`src/rtl/sysctl_defines.svh`:
```
// Offsets, field positions, reset values and timing counts for the system
// control register bank. Assumes inclusion by bare name from rtl files.
`ifndef SYSCTL_DEFINES_SVH
`define SYSCTL_DEFINES_SVH
`define SC_OFF_ZERO 12'h000
`define SC_OFF_ONE 12'h004
`define SC_OFF_TWO 12'h008
`define SC_OFF_STAT 12'h00C
`define SC_OFF_MASK 12'h010
`define SC_OFF_WAKE 12'h014
`define SC_OFF_PULL 12'h018
`define SC_RST_ZERO 8'h00
`define SC_RST_ONE 8'h8A
`define SC_RST_TWO 8'h01
`define SC_RST_WAKE 8'h00
`define SC_RST_PULL 8'h00
`define SC_MASK_ZERO 8'h7F
`define SC_MASK_ONE 8'hFF
`define SC_MASK_TWO 8'hC1
`define SC_B_CLKSRC 0
`define SC_B_XPWR 1
`define SC_B_DIVEN 2
`define SC_B_PWM0 3
`define SC_B_PWM1 4
`define SC_B_PWMRES 5
`define SC_B_DIVSRC 6
`define SC_B_KEEP 0
`define SC_WDT_OFF 4'hA
`define SC_TB_BASE_LOG2 10
`endif

```
`src/rtl/sysctl_pkg.sv`:
```
// Types shared by the system control register bank files.
// Assumes no other package.
package sysctl_pkg;
    typedef enum logic [1:0]
    {
        EDGE_OFF = 2'h0,
        EDGE_RISE = 2'h1,
        EDGE_FALL = 2'h2,
        EDGE_BOTH = 2'h3
    } edge_mode_t;
    typedef enum logic [1:0]
    {
        ST_IDLE = 2'h0,
        ST_SETUP = 2'h1,
        ST_ACCESS = 2'h3
    } apb_state_t;
endpackage

```
`src/rtl/pin_sync.sv`:
```
// Three-stage synchroniser with agreement filter for one external pin.
// Assumes clk_sys and rst_n of the register bank.
`timescale 1ns/100ps
module pin_sync
(
    input wire logic clk_sys,
    input wire logic rst_n,
    input wire logic pin,
    output logic level
);
    logic s1_q;
    logic s2_q;
    logic s3_q;

    // The filtered level only moves when stages two and three agree.
    always_ff @(posedge clk_sys or negedge rst_n)
    begin
        if (!rst_n)
        begin
            s1_q <= 1'b1;
            s2_q <= 1'b1;
            s3_q <= 1'b1;
            level <= 1'b1;
        end
        else
        begin
            s1_q <= pin;
            s2_q <= s1_q;
            s3_q <= s2_q;
            if (s2_q == s3_q)
                level <= s3_q;
        end
    end
endmodule

```
`src/rtl/edge_detect.sv`:
```
// Edge detector on a synchronised level, selectable rising/falling/both.
// Assumes the input is already in the clk_sys domain.
`timescale 1ns/100ps
module edge_detect
import sysctl_pkg::*;
(
    input wire logic clk_sys,
    input wire logic rst_n,
    input wire logic level,
    input sysctl_pkg::edge_mode_t mode,
    output logic hit
);
    logic prev_q;

    always_ff @(posedge clk_sys or negedge rst_n)
    begin
        if (!rst_n)
            prev_q <= 1'b1;
        else
            prev_q <= level;
    end

    always_comb
    begin
        case (mode)
            EDGE_RISE: hit = level & ~prev_q;
            EDGE_FALL: hit = ~level & prev_q;
            EDGE_BOTH: hit = level ^ prev_q;
            default: hit = 1'b0;
        endcase
    end
endmodule

```
`src/rtl/sysctl_regs.sv`:
```
// System control register bank with APB slave, pin routing and events.
// Assumes a 10 MHz clk_sys, active-low async rst_n and an APB master.
//
// Our own choices: the APB register port and the address map.
`timescale 1ns/100ps
`include "sysctl_defines.svh"

////////////////////////////////////////////////////////////////////////////
// What this block does
// - PWM two enable routes its pin to PWM two when 1, else I/O.
// - Divider enable drives its pin from the divider when 1, else I/O.
// - Crystal power bit gives quick start at 0 and low power at 1.
// - Clock bit picks fast RC at 0, slow crystal at 1 with RC stopped.
// - On small variants the clock bit acts only with the RC+crystal option.
// - An enabled PWM output makes the timer/PWM clock the system clock.
// - The timer/PWM clock drives both timers, the time base and PWM.
// - Edge field: 00 off, 01 rising, 10 falling, 11 both edges.
// - Time base field gives 2^10 to 2^13 timer/PWM clock periods.
// - Watchdog code 1010 disables, any other enables; 0101 advised.
// - Watchdog stops only if its option is off and the code is 1010.
// - Pin group field maps divider, timer inputs and irq on four groups.
// - Keep-alive bit keeps the slow crystal running in halt when 1.
// - Bits 5 to 1 of the third register read as zero.
// - An enabled wake pin wakes the device on a falling edge.
// - A pull-up connects only while its pin is an input.
module sysctl_regs
import sysctl_pkg::*;
#(
    parameter int PINS = 8,
    parameter bit SMALL_VARIANT = 1'b0
)
(
    input wire logic clk_sys,
    input wire logic rst_n,
    input wire logic psel,
    input wire logic penable,
    input wire logic pwrite,
    input wire logic [11:0] paddr,
    input wire logic [31:0] pwdata,
    output logic [31:0] prdata,
    output logic pready,
    output logic pslverr,
    input wire logic opt_rc_plus_crystal,
    input wire logic opt_watchdog_on,
    input wire logic halted,
    input wire logic pwm0_wave,
    input wire logic pwm1_wave,
    input wire logic programmable_divider_output,
    input wire logic timer_pwm_alt_clock_en,
    input wire logic ext_irq_pin,
    input wire logic [PINS-1:0] wake_pins,
    input wire logic [PINS-1:0] pin_is_input,
    output logic second_pwm_pin_enable,
    output logic pwm1_pin_out,
    output logic first_pwm_pin_enable,
    output logic pwm0_pin_out,
    output logic divider_output_pin_enable,
    output logic divider_pin_out,
    output logic divider_output_source_select,
    output logic pwm_resolution_mode,
    output logic slow_crystal_power_mode,
    output logic system_clock_source_select,
    output logic fast_rc_run,
    output logic slow_crystal_run,
    output logic timer_pwm_from_system,
    output logic [1:0] timebase_period_log2_off,
    output logic [13:0] timebase_period_cycles,
    output logic watchdog_run,
    output logic [1:0] pin_group_select,
    output logic [3:0] pin_group_onehot,
    output logic [PINS-1:0] pullup_on,
    output logic ext_irq_event,
    output logic wake_event,
    output logic irq
);
    if (PINS < 1 || PINS > 8)
    begin : g_pins_check
        $error("PINS must lie between 1 and 8");
    end

    logic [7:0] zero_q;
    logic [7:0] one_q;
    logic [7:0] two_q;
    logic [7:0] wake_sel_q;
    logic [7:0] pull_sel_q;
    logic [1:0] stat_q;
    logic [1:0] mask_q;
    logic [31:0] rdata_d;
    logic decode_ok;
    logic wr_en;
    logic rd_en;
    logic irq_level;
    logic [PINS-1:0] wake_lvl;
    logic [PINS-1:0] wake_hit;
    logic [1:0] stat_set;
    apb_state_t state_q;

    ////////////////////////////////////////////////////////////////////////
    // APB slave: zero-wait answer; unmapped addresses answer with pslverr.
    assign pready = 1'b1;
    assign wr_en = psel & penable & pwrite;
    assign rd_en = psel & penable & ~pwrite;

    always_comb
    begin
        decode_ok = 1'b1;
        rdata_d = 32'h0000_0000;
        case (paddr)
            `SC_OFF_ZERO: rdata_d[7:0] = zero_q;
            `SC_OFF_ONE: rdata_d[7:0] = one_q;
            `SC_OFF_TWO: rdata_d[7:0] = two_q & `SC_MASK_TWO;
            `SC_OFF_STAT: rdata_d[1:0] = stat_q;
            `SC_OFF_MASK: rdata_d[1:0] = mask_q;
            `SC_OFF_WAKE: rdata_d[7:0] = wake_sel_q;
            `SC_OFF_PULL: rdata_d[7:0] = pull_sel_q;
            default: decode_ok = 1'b0;
        endcase
    end

    assign pslverr = psel & penable & ~decode_ok;

    // Read data is a registered copy so it stays stable between accesses.
    always_ff @(posedge clk_sys or negedge rst_n)
    begin
        if (!rst_n)
            prdata <= 32'h0000_0000;
        else if (psel & ~penable & ~pwrite)
            prdata <= rdata_d;
    end

    // Tracks the bus phase for the a_two_zero read-back check.
    always_ff @(posedge clk_sys or negedge rst_n)
    begin
        if (!rst_n)
            state_q <= ST_IDLE;
        else if (psel & ~penable)
            state_q <= ST_SETUP;
        else if (psel & penable)
            state_q <= ST_ACCESS;
        else
            state_q <= ST_IDLE;
    end

    ////////////////////////////////////////////////////////////////////////
    // Control registers.
    always_ff @(posedge clk_sys or negedge rst_n)
    begin
        if (!rst_n)
        begin
            zero_q <= `SC_RST_ZERO;
            one_q <= `SC_RST_ONE;
            two_q <= `SC_RST_TWO;
            wake_sel_q <= `SC_RST_WAKE;
            pull_sel_q <= `SC_RST_PULL;
            mask_q <= 2'h0;
        end
        else if (wr_en)
        begin
            case (paddr)
                `SC_OFF_ZERO: zero_q <= pwdata[7:0] & `SC_MASK_ZERO;
                `SC_OFF_ONE: one_q <= pwdata[7:0];
                `SC_OFF_TWO: two_q <= pwdata[7:0] & `SC_MASK_TWO;
                `SC_OFF_MASK: mask_q <= pwdata[1:0];
                `SC_OFF_WAKE: wake_sel_q <= pwdata[7:0];
                `SC_OFF_PULL: pull_sel_q <= pwdata[7:0];
                default: ;
            endcase
        end
    end

    ////////////////////////////////////////////////////////////////////////
    // Pin routing and clock control derived from the fields.
    assign second_pwm_pin_enable = zero_q[`SC_B_PWM1];
    assign first_pwm_pin_enable = zero_q[`SC_B_PWM0];
    assign divider_output_pin_enable = zero_q[`SC_B_DIVEN];
    assign divider_output_source_select = zero_q[`SC_B_DIVSRC];
    assign pwm_resolution_mode = zero_q[`SC_B_PWMRES];
    assign slow_crystal_power_mode = zero_q[`SC_B_XPWR];
    assign pwm1_pin_out = second_pwm_pin_enable & pwm1_wave;
    assign pwm0_pin_out = first_pwm_pin_enable & pwm0_wave;
    assign divider_pin_out = divider_output_pin_enable
        & programmable_divider_output;

    // Smaller variants ignore the clock bit without the combined option.
    assign system_clock_source_select = zero_q[`SC_B_CLKSRC]
        & (~SMALL_VARIANT | opt_rc_plus_crystal);
    assign fast_rc_run = ~system_clock_source_select;
    assign slow_crystal_run = system_clock_source_select
        | ~halted | two_q[`SC_B_KEEP];

    // An enabled PWM pin forces the shared timer clock onto the system clock.
    assign timer_pwm_from_system = first_pwm_pin_enable
        | second_pwm_pin_enable | ~timer_pwm_alt_clock_en;

    assign timebase_period_log2_off = one_q[5:4];
    assign timebase_period_cycles = 14'h0001
        << (`SC_TB_BASE_LOG2 + one_q[5:4]);

    assign watchdog_run = opt_watchdog_on
        | (one_q[3:0] != `SC_WDT_OFF);

    assign pin_group_select = two_q[7:6];
    assign pin_group_onehot = 4'h1 << two_q[7:6];

    assign pullup_on = pull_sel_q[PINS-1:0] & pin_is_input;

    ////////////////////////////////////////////////////////////////////////
    // External interrupt and wake events.
    logic irq_lvl;

    pin_sync u_irq_sync
    (
        .clk_sys(clk_sys),
        .rst_n(rst_n),
        .pin(ext_irq_pin),
        .level(irq_lvl)
    );

    edge_detect u_irq_edge
    (
        .clk_sys(clk_sys),
        .rst_n(rst_n),
        .level(irq_lvl),
        .mode(edge_mode_t'(one_q[7:6])),
        .hit(ext_irq_event)
    );

    genvar g;
    generate
        for (g = 0; g < PINS; g++)
        begin : g_wake
            pin_sync u_sync
            (
                .clk_sys(clk_sys),
                .rst_n(rst_n),
                .pin(wake_pins[g]),
                .level(wake_lvl[g])
            );
            edge_detect u_edge
            (
                .clk_sys(clk_sys),
                .rst_n(rst_n),
                .level(wake_lvl[g]),
                .mode(wake_sel_q[g] ? EDGE_FALL : EDGE_OFF),
                .hit(wake_hit[g])
            );
        end
    endgenerate

    assign wake_event = |wake_hit;
    assign stat_set = {wake_event, ext_irq_event};

    // A new event in the clearing cycle keeps its bit set.
    always_ff @(posedge clk_sys or negedge rst_n)
    begin
        if (!rst_n)
            stat_q <= 2'h0;
        else if (wr_en && paddr == `SC_OFF_STAT)
            stat_q <= (stat_q & ~pwdata[1:0]) | stat_set;
        else
            stat_q <= stat_q | stat_set;
    end

    assign irq_level = |(stat_q & mask_q);
    assign irq = irq_level;

    ////////////////////////////////////////////////////////////////////////
    // Checks.
    property p_wdt_off;
        @(posedge clk_sys) disable iff (!rst_n)
        (!opt_watchdog_on && one_q[3:0] == `SC_WDT_OFF) |-> !watchdog_run;
    endproperty
    a_wdt_off: assert property (p_wdt_off)
        else $error("watchdog runs with disable code");

    property p_wdt_on;
        @(posedge clk_sys) disable iff (!rst_n)
        (one_q[3:0] != `SC_WDT_OFF) |-> watchdog_run;
    endproperty
    a_wdt_on: assert property (p_wdt_on)
        else $error("watchdog stopped with enable code");

    property p_two_zero;
        @(posedge clk_sys) disable iff (!rst_n)
        (state_q == ST_SETUP && paddr == `SC_OFF_TWO && !pwrite)
        |=> prdata[5:1] == 5'h00;
    endproperty
    a_two_zero: assert property (p_two_zero)
        else $error("unimplemented bits read nonzero");

    property p_tb;
        @(posedge clk_sys) disable iff (!rst_n)
        (timebase_period_cycles >> one_q[5:4]) ==
        (14'h0001 << `SC_TB_BASE_LOG2) &&
        $countones(timebase_period_cycles) == 1;
    endproperty
    a_tb: assert property (p_tb)
        else $error("time base period wrong");

    property p_pwm1;
        @(posedge clk_sys) disable iff (!rst_n)
        !second_pwm_pin_enable |-> !pwm1_pin_out;
    endproperty
    a_pwm1: assert property (p_pwm1)
        else $error("pwm pin driven while in io mode");

    property p_div;
        @(posedge clk_sys) disable iff (!rst_n)
        divider_output_pin_enable |->
        divider_pin_out == programmable_divider_output;
    endproperty
    a_div: assert property (p_div)
        else $error("divider pin not following divider");

    property p_clk;
        @(posedge clk_sys) disable iff (!rst_n)
        system_clock_source_select |-> !fast_rc_run;
    endproperty
    a_clk: assert property (p_clk)
        else $error("fast rc running on slow clock");

    property p_small;
        @(posedge clk_sys) disable iff (!rst_n)
        (SMALL_VARIANT && !opt_rc_plus_crystal) |->
        !system_clock_source_select;
    endproperty
    a_small: assert property (p_small)
        else $error("clock bit acts without option");

    property p_pwmclk;
        @(posedge clk_sys) disable iff (!rst_n)
        (first_pwm_pin_enable || second_pwm_pin_enable)
        |-> timer_pwm_from_system;
    endproperty
    a_pwmclk: assert property (p_pwmclk)
        else $error("pwm enabled without system clock");

    property p_keep;
        @(posedge clk_sys) disable iff (!rst_n)
        (halted && two_q[0]) |-> slow_crystal_run;
    endproperty
    a_keep: assert property (p_keep)
        else $error("crystal stopped with keep alive");

    property p_pull;
        @(posedge clk_sys) disable iff (!rst_n)
        (pullup_on & ~pin_is_input) == '0;
    endproperty
    a_pull: assert property (p_pull)
        else $error("pull up on output pin");

    property p_sticky;
        @(posedge clk_sys) disable iff (!rst_n)
        ext_irq_event |=> stat_q[0];
    endproperty
    a_sticky: assert property (p_sticky)
        else $error("irq event lost");

    c_irq: cover property (@(posedge clk_sys) disable iff (!rst_n) irq);
    c_wake: cover property (@(posedge clk_sys) disable iff (!rst_n)
        wake_event);
    c_wdt: cover property (@(posedge clk_sys) disable iff (!rst_n)
        !watchdog_run);
    c_err: cover property (@(posedge clk_sys) disable iff (!rst_n)
        pslverr);
endmodule

```
`config.mk`:
```
export PLATFORM = sky130hd
export DESIGN_NAME = sysctl_regs
export DESIGN_NICKNAME = d
export VERILOG_FILES = /design/src/rtl/sysctl_pkg.sv /design/src/rtl/pin_sync.sv /design/src/rtl/edge_detect.sv /design/src/rtl/sysctl_regs.sv
export VERILOG_INCLUDE_DIRS = /design/src /design/src/rtl
export SDC_FILE = /design/constraint.sdc
export NUM_CORES = 1
export LEC_CHECK = 0
export BUFFER_PORTS_ARGS = -buffer_cell sky130_fd_sc_hd__buf_2
export CAP_MARGIN = 20
export CORE_UTILIZATION = 50
export DETAILED_ROUTE_END_ITERATION = 8
export PLACE_DENSITY = 0.92
export SYNTH_ARGS = -nofsm -noshare
export SYNTH_HDL_FRONTEND = slang
export SYNTH_SLANG_ARGS = --single-unit
```
`constraint.sdc`:
```
create_clock -name clk_sys -period 1.95 [get_ports clk_sys]
set_input_delay 0.195 -clock clk_sys [delete_from_list [all_inputs] [get_ports clk_sys]]
set_output_delay 0.195 -clock clk_sys [all_outputs]
set_load 0.01 [all_outputs]
```
After elaboration in Yosys (flattened, before gate mapping)
Index checks and enable logic that the tools add are counted.

Register bits: 91. Bits of input ports: 73. Output and inout bits: 81. Logic and storage cells: 201.

Add/sub/neg operators: 1. Equal/unequal tests: 43. Shift operators: 2. Muxes and demuxes: 21. Bitwise logic cells: 70. Reduce and logical (&&, ||, !) cells: 11.

Operators with widths (number): equality test 12 x 5 -> 1 bit (second input constant) (3); equality test 2 bit (second input constant) (18); case mux 6 bit (5 select lines) (1); case mux 1 bit (3 select lines) (9); bitwise AND 1 bit (26); equality test 12 x 4 -> 1 bit (second input constant) (2); NOT 1 bit (24); equality test 2 x 1 -> 1 bit (second input constant) (9); 2-to-1 mux 2 bit (9); case mux 2 bit (7 select lines) (1); << shifter 1 x 5 -> 14 bit (first input constant) (1); equality test 12 x 3 -> 1 bit (second input constant) (1); zero test 12 bit (1); AND reduction 2 bit (6); equality test 1 bit (9); XOR 1 bit (9); bitwise AND 8 bit (1); OR reduction 8 bit (1); OR reduction 7 bit (1); adder 4 x 2 -> 5 bit (first input constant) (1); bitwise OR 1 bit (5); bitwise AND 2 bit (2); != test 4 bit (second input constant) (1); bitwise OR 2 bit (2); other kinds (5) (5).

Depth between registers and ports, before layout
Gate-level depths: netlist of run 1.

Depth in word-level cells: 6. Gate-level depth with buffers: 7. Mapped depth without buffers: 6.

Hierarchy
A second synthesis of run 1 with hierarchy kept.

Cell total of the unflattened synthesis: 374. Area, all modules: 4493.1 um^2.

Modules (own cells, without submodules): sysctl_regs (instances 1, cells each 239, area an instance 2680.1 um^2); pin_sync (instances 9, cells each 5, area an instance 116.4 um^2); edge_detect (instances 9, cells each 10, area an instance 85.1 um^2).

Least setup slack after synthesis of run 1
OpenSTA, ideal clock, no wires.

Path kind: input to register. Start: input paddr[10]. End: register pull_sel_q[2]. Arrival: 1.638 ns. Data required time: 1.825 ns. Setup slack: 0.187 ns. Stages on the path: 4. Cell sequence: nor4_2 -> nand3_4 -> nor4_4 -> mux2_2.

Cells in the longest elaborated chain, start to end: 2.

RTL lines: start, declared (line sysctl_regs.sv:38) `input wire logic [11:0] paddr,`; equality test 12 x 5 -> 1 bit (line sysctl_regs.sv:159) `case (paddr)`; AND reduction 2 bit (no source line); end signal, assigned (line sysctl_regs.sv:154) `` pull_sel_q <= `SC_RST_PULL; ``; end signal, assigned (line sysctl_regs.sv:165) `` `SC_OFF_PULL: pull_sel_q <= pwdata[7:0]; ``; end, declared (line sysctl_regs.sv:85) `logic [7:0] pull_sel_q;`.

No other way between the ends. A chain may end at the register's enable or synchronous reset.

Final worst setup path of run 1
Start: register g_wake[1].u_sync.level. End: output wake_event.

Cells in the longest elaborated chain, start to end: 4. Elaborated cells on any way between the ends: 6. Classes of those cells: mux: 1; bitwise: 4; reduce/logical: 1.

RTL lines: start, declared (line pin_sync.sv:9) `output logic level`; start signal, assigned (line pin_sync.sv:31) `level <= s3_q;`; NOT 1 bit (line edge_detect.sv:27) `EDGE_FALL: hit = ~level & prev_q;`; bitwise AND 1 bit (line edge_detect.sv:27); case mux 1 bit (3 select lines) * (line edge_detect.sv:25) `case (mode)`; OR reduction 8 bit * (line sysctl_regs.sv:250) `assign wake_event = |wake_hit;`; end, declared (line sysctl_regs.sv:73) `output logic wake_event,`.

Mark *: on every way between the ends. The rest lies on a longest branch, timed or not.

==> results.yml, run 1 <==
clock_tree:
  worst_skew_pair.late_latency_ns: 0.36
  cts.htree.levels: 3
  clock_tree.root_cell: "sky130_fd_sc_hd__clkbuf_8"
  cts.clk_slew.worst_paths_ns: 0.09
  cts-buffers-inserted: 9
  tritoncts: "done"
  clock_sink_count: 91
  cts_max_path_buffers: 2
routing:
  drt-vias-per-instance: 5.00
  wl_per_cell_microns: 14.7
  postRouteWirelength_microns: 7940
  drt_iter0_drc: 112
  route.detailed.drc: 0
  via_count: 2697
  ant_nets: 0
  drtPass1Iterations: 4
die:
  die_area_sq_um: 8530
  start_util: 0.523
  core_region_area_sq_um: 7810
  placement_rows: 32
  io-pin-count: 154
  dieWidth_microns: 92.4
  die_h_microns: 92.4
worst_setup_path:
  critical_path_peak_fanout: 2
  critPathSlowestCell: "sky130_fd_sc_hd__dfstp_2"
  max_stage_delay_ns: 0.53
  setup.worst_path.class: "register to output port"
  rrSetupSlack_ns: 0.48
  worstReg2RegStart: "u_irq_sync.level"
  critical_path.endpoint_type: "output port"
  crit-reg2reg-capture: "stat_q[0]"
  required_ns: 1.75
  worst_setup_path_endpoint: "wake_event"
  type_of_element_launching_the_critical_path: "register"
  ff2ff_path_depth: 7
  timing.critical_path.cells: "and3b_1 -> a311oi_2 -> nand4_1 -> buf_2"
  timing.critical_path.from: "g_wake[1].u_sync.level"
  cp_data_arrival_time_ns: 1.71
timing:
  layout_setup_ws_ns: 0.0433
  post-route-min-period_ns: 1.91
  grt_setup_unrepaired: "yes"
  finalCritPeriodShare: 0.978
  timing.final.max_slew_violations: 0
  fin_tns_setup_ns: 0
  relSlewSlack: 0.663
  smallest_hold_slack_ns: 0.124
  fmaxAchievable_mhz: 524
  finalSetupViolCount: 0
  timing_worst_slew_pin_value_ns: 0.505
  finalClockSkew_ns: 0.0119
  hold_viol_final: 0
pwr:
  power.density_nw_per_um2: 733
  design_power_total_mw: 3.61
  power.ir.vdd_worst_mv: 0.489
  power.leakage_nw: 2.42
synthesis:
  mappedNetlistArea_sq_um: 4080
  synthDominantCellAreaShare: 0.315
  post_synth_main_area_contributors: "sky130_fd_sc_hd__dfstp_2, sky130_fd_sc_hd__dfrtp_1, sky130_fd_sc_hd__mux2_2"
  ys_warn_count: 0
  synth_xor_area_frac: 0
  count_of_flip_flops_with_a_built_in_enable_after_synthesis: 0
  synth_area_leader_cell: "sky130_fd_sc_hd__dfstp_2"
  syn-instance-count: 315
  synthMuxAreaShare: 0.130
  synth-adder-area-share: 0.0282
  ys_seq_area_frac: 0.573
  synth_compound_gate_area_share: 0.0576
  dominant_combinational_cell_family_by_area_after_synthesis: "multiplexers"
  postSynthAreaPerCell_sq_um: 13.0
  ys_async_sr_fraction: 1.00
  most_used_flip_flop_cell_after_synthesis: "sky130_fd_sc_hd__dfstp_2"
  postSynthRegisterBits: 91
  netlist_top_cells_count: "sky130_fd_sc_hd__dfstp_2, sky130_fd_sc_hd__dfrtp_1, sky130_fd_sc_hd__buf_4, sky130_fd_sc_hd__mux2_2, sky130_fd_sc_hd__nand2_1"
  synthSimpleGateAreaFrac: 0.124
  synthMostInstantiatedCell: "sky130_fd_sc_hd__dfstp_2"
  yosysUniqueCellTypes: 44
place:
  dpl_cell_area_sq_um: 4570
  post-place-ws_ns: -0.0356
  placed_cells: 508
  port_buffers: 93
  dp_hpwl_microns: 5890
  routabilityCongestion: 0.867
global_routing:
  grt_first_pass_wirelength_microns: 12800
  global_route.overflow_total: 0
  grt_max_degree: 53
  antenna_found_initial: 1
  grt_usage: 0.198
  grt_pass1_vias: 2687
cells_and_area:
  layout-drive-gt1-share: 0.507
  finish.net_count: 506
  finalNonFillerCells: 539
  total_of_fill_cells_in_the_finished_design: 578
  layout.cell_area.non_filler_sq_um: 4930
  flow.area_growth_from_synthesis_pct: 20.7
  utilization: 0.631
job:
  drv_cap: 0
worst_hold_path:
  min_path_type: "input port to register"
status:
  run_status: "completed"
worst min path at each step:
stage / to / cells past startpoint / slack [ns] / start
2_1_floorplan: mask_q[0] / 0 / -0.10 / rst_n
3_3_place_gp: wake_sel_q[0] / 1 / 0.19 / rst_n
3_5_place_dp: wake_sel_q[7] / 1 / 0.20 / rst_n
4_1_cts: pull_sel_q[4] / 2 / 0.10 / pwdata[4]
5_1_grt: wake_sel_q[3] / 2 / 0.12 / pwdata[3]
6_report: pull_sel_q[4] / 2 / 0.12 / pwdata[4]
worst max-delay path: cells and delay by family (launching register included):
family / cells / cell delay, ns
buf+inv: 1 / 0.19
simple gates: 2 / 0.37
flops: 1 / 0.53
compound gates: 1 / 0.27
power by group:
part	internal, mW	switching, mW
Clock	0.673	0.644
Combinational	0.100	0.155
Sequential	2.00	0.0326
Total	2.78	0.832
layout by cell type (no fill, tap or decap), types with 3 or more instances in the layout:
master                          netlist  layout
sky130_fd_sc_hd__buf_2                3      92
sky130_fd_sc_hd__dfstp_2             49      49
sky130_fd_sc_hd__dfrtp_1             42      42
sky130_fd_sc_hd__mux2_2              39      39
sky130_fd_sc_hd__conb_1               2      35
sky130_fd_sc_hd__nand2_1             21      21
sky130_fd_sc_hd__buf_4               39      15
sky130_fd_sc_hd__and2_1              14      14
sky130_fd_sc_hd__nor2_1              10      10
sky130_fd_sc_hd__dlygate4sd3_1        0      10
sky130_fd_sc_hd__o21ai_0             10       9
sky130_fd_sc_hd__maj3_1               9       9
sky130_fd_sc_hd__clkbuf_8             0       9
sky130_fd_sc_hd__mux2i_1              7       7
sky130_fd_sc_hd__inv_1                7       6
sky130_fd_sc_hd__a22o_1               6       6
sky130_fd_sc_hd__nand3b_1             5       5
sky130_fd_sc_hd__o211ai_1             4       4
sky130_fd_sc_hd__nor2b_1              4       4
sky130_fd_sc_hd__a22oi_1              4       4
sky130_fd_sc_hd__nand2b_1             3       3
sky130_fd_sc_hd__nor4_4               3       3
area by class of cell:
cell class,instances,area [sq um],share of cell area
timing repair buffer,118,693,0.141
tap,102,128,0.0259
sequential,91,2340,0.475
clock buffer,11,153,0.0310
inverter,7,26.3,0.00533
clock inverter,5,60.1,0.0122
antenna,1,2.50,0.000508
multi-input combinational,204,1530,0.310
state kept, by name (all words and copies together), names as in the netlist, 2 cells and up:
name	flops
g_wake.u_edge.prev_q	8
g_wake.u_sync.level	8
g_wake.u_sync.s1_q	8
g_wake.u_sync.s2_q	8
g_wake.u_sync.s3_q	8
mask_q	2
one_q	8
prdata	8
pull_sel_q	8
stat_q	2
two_q	3
wake_sel_q	8
zero_q	7
kinds of logic after synthesis:
| logic type | after synthesis |
|---|---|
| DFF | 91 |
| other | 2 |
| muxes | 48 |
| AOI/OAI and AO/OA | 34 |
| adders and majority gates | 11 |
| buffers and inverters | 53 |
| and+or+nand+nor | 76 |
repair_timing:
item                                   4_1_cts  5_1_grt
resized for setup                            2        1
endpoints found under the hold margin       21        0
hold buffers                                10        0
setup endpoints to repair                    2        2
buffers inserted                             3        1
pin swaps                                    2        3
metal layers:
layer  track usage  routed length, microns
met5             0                       0
met4         0.102                     194
met3        0.0476                     422
met1         0.225                    3170
met2         0.345                    4150
No activity file was read; power rests on OpenSTA's default activity.
==> run 2, diff against run 1 <==
Settings changed: CORE_UTILIZATION 50 to 44, PLACE_DENSITY 0.92 to 0.84.
==> run 2 against run 1 <==
Against the previous run: the flow now finishes with violations (design-rule violations); sequential power barely moved; first-iteration DRC count grew 25%; cell area about the same.
==> results.yml, run 2 (synthesis results as in run 1) <==
worst_setup_path:
  worstReg2RegStart: "u_irq_sync.level"
  critical_path.endpoint_type: "output port"
  timing.critical_path.cells: "nand3b_1 -> nand2_1 -> a311oi_2 -> nand4_1 -> buf_2"
  setup.worst_path.class: "register to output port"
  type_of_element_launching_the_critical_path: "register"
  rrSetupSlack_ns: 0.45
  cp_data_arrival_time_ns: 1.74
  required_ns: 1.75
  timing.critical_path.from: "g_wake[5].u_sync.level"
  critPathSlowestCell: "sky130_fd_sc_hd__dfstp_2"
  worst_setup_path_endpoint: "wake_event"
  crit-reg2reg-capture: "stat_q[0]"
  ff2ff_path_depth: 7
  critical_path_peak_fanout: 3
  max_stage_delay_ns: 0.55
pwr:
  power_frac_clock: 0.364
  power.internal_mw: 2.78
  power.net_switching_mw: 0.815
  power.ir.vdd_worst_mv: 0.395
  portion_of_total_power_attributed_to_combinational_logic: 0.070
  seqPwrFrac: 0.566
  power.density_nw_per_um2: 731
  power.leakage_nw: 2.42
  p_sw_frac: 0.226
global_routing:
  global_route.overflow_total: 0
  grt_max_degree: 42
  grt_usage: 0.175
  grt_pass1_vias: 2713
  antenna_found_initial: 0
  grt_first_pass_wirelength_microns: 13200
routing:
  postRouteWirelength_microns: 8030
  drt-vias-per-instance: 5.03
  drt_iter0_drc: 140
  drtPass1Iterations: 9
  via_count: 2720
  ant_nets: 0
  route.detailed.drc: 14
  wl_per_cell_microns: 14.8
timing:
  fmaxAchievable_mhz: 516
  finalSetupViolCount: 0
  finalCritPeriodShare: 0.994
  hold_viol_final: 0
  grt_setup_unrepaired: "yes"
  fin_tns_setup_ns: 0
  finalClockSkew_ns: 0.0124
  post-route-min-period_ns: 1.94
  timing.final.max_slew_violations: 0
die:
  io-pin-count: 154
  die_area_sq_um: 9670
  placement_rows: 34
  dieWidth_microns: 98.3
  core_region_area_sq_um: 8850
  start_util: 0.461
  die_h_microns: 98.3
status:
  run_status: "finished with violations"
  failed_checks: "design-rule violations"
clock_tree:
  cts.clk_slew.worst_paths_ns: 0.08
  cts.htree.levels: 3
  tritoncts: "done"
  worst_skew_pair.late_latency_ns: 0.35
  clock_tree.root_cell: "sky130_fd_sc_hd__clkbuf_8"
  cts-buffers-inserted: 9
  clock_sink_count: 91
  cts_max_path_buffers: 2
cells_and_area:
  layout-drive-gt1-share: 0.506
  finalNonFillerCells: 541
  utilization: 0.556
  antenna-diode-count: 0
  layout.cells.most_common: "sky130_fd_sc_hd__buf_2"
  layout_common_cells: "sky130_fd_sc_hd__buf_2, sky130_fd_sc_hd__dfstp_2, sky130_fd_sc_hd__dfrtp_1"
  flow.area_growth_from_synthesis_pct: 20.6
  total_of_fill_cells_in_the_finished_design: 713
  finish.net_count: 503
place:
  placed_cells: 514
  port_buffers: 93
  routabilityCongestion: 0.794
  dp_hpwl_microns: 5930
worst_hold_path:
  min_path_type: "input port to asynchronous set/reset pin"
job:
  drv_cap: 0
run 2: what timing repair did:
item | CTS | global route
buffers inserted | 0 | 2
resized for setup | 2 | 0
pin swaps | 0 | 2
hold buffers | 9 | 0
endpoints found under the setup margin | 2 | 2
hold endpoints to repair | 9 | 0
run 2: layout make-up:
cell class	instances	area, sq um	share of cell area
clock buffer	14	204	0.0414
clock inverter	2	13.8	0.00280
inverter	7	26.3	0.00534
multi-input combinational	204	1530	0.310
sequential	91	2340	0.475
tap	108	135	0.0274
timing repair buffer	115	681	0.138
run 2: stage by stage:
| stage | setup WS (ns) | total power, mW | instance area [sq um] | hold slack, ns |
|---|---|---|---|---|
| after floorplan | 0.187 | 2.22 | 4210 | -0.101 |
| after global placement | 0.00915 | 2.29 | 4590 | 0.300 |
| after detailed placement | -0.0883 | 2.31 | 4590 | 0.301 |
| after CTS | -0.00961 | 3.63 | 4910 | 0.119 |
| after global routing | -0.0669 | 3.74 | 4920 | 0.114 |
| final | 0.0126 | 3.60 | 4920 | 0.118 |
run 2: critical path, delay by kind of cell (launching register included):
kind	cells	cell delay, ns
compound gates	1	0.29
buf+inv	1	0.18
flops	1	0.55
simple gates	3	0.37
run 2: worst min-delay path by stage:
stage / to / slack [ns] / from
after detailed placement: g_wake[5].u_sync.s1_q / 0.30 / wake_pins[5]
after floorplan: mask_q[0] / -0.10 / rst_n
final: g_wake[5].u_sync.s1_q / 0.12 / rst_n
after global routing: one_q[5] / 0.11 / pwdata[5]
after CTS: wake_sel_q[4] / 0.12 / pwdata[4]
after global placement: g_wake[3].u_sync.s1_q / 0.30 / wake_pins[3]
run 2: power by group through the flow:
| stage | registers [mW] | logic (mW) | clock network, mW |
|---|---|---|---|
| 6_report | 2.04 | 0.253 | 1.31 |
| 2_1_floorplan | 2.06 | 0.163 | 0 |
| 3_3_place_gp | 2.07 | 0.225 | 0 |
| 5_1_grt | 2.05 | 0.282 | 1.41 |
| 3_5_place_dp | 2.07 | 0.236 | 0 |
| 4_1_cts | 2.04 | 0.250 | 1.34 |
run 2: routing by layer:
layer | GRT usage | vias up | wire [microns]
met2 | 0.301 | 120 | 4060
met1 | 0.216 | 1323 | 3350
li1 | - | 1257 | -
met4 | 0.0700 | 0 | 174
met3 | 0.0379 | 20 | 440
met5 | 0 | - | 0
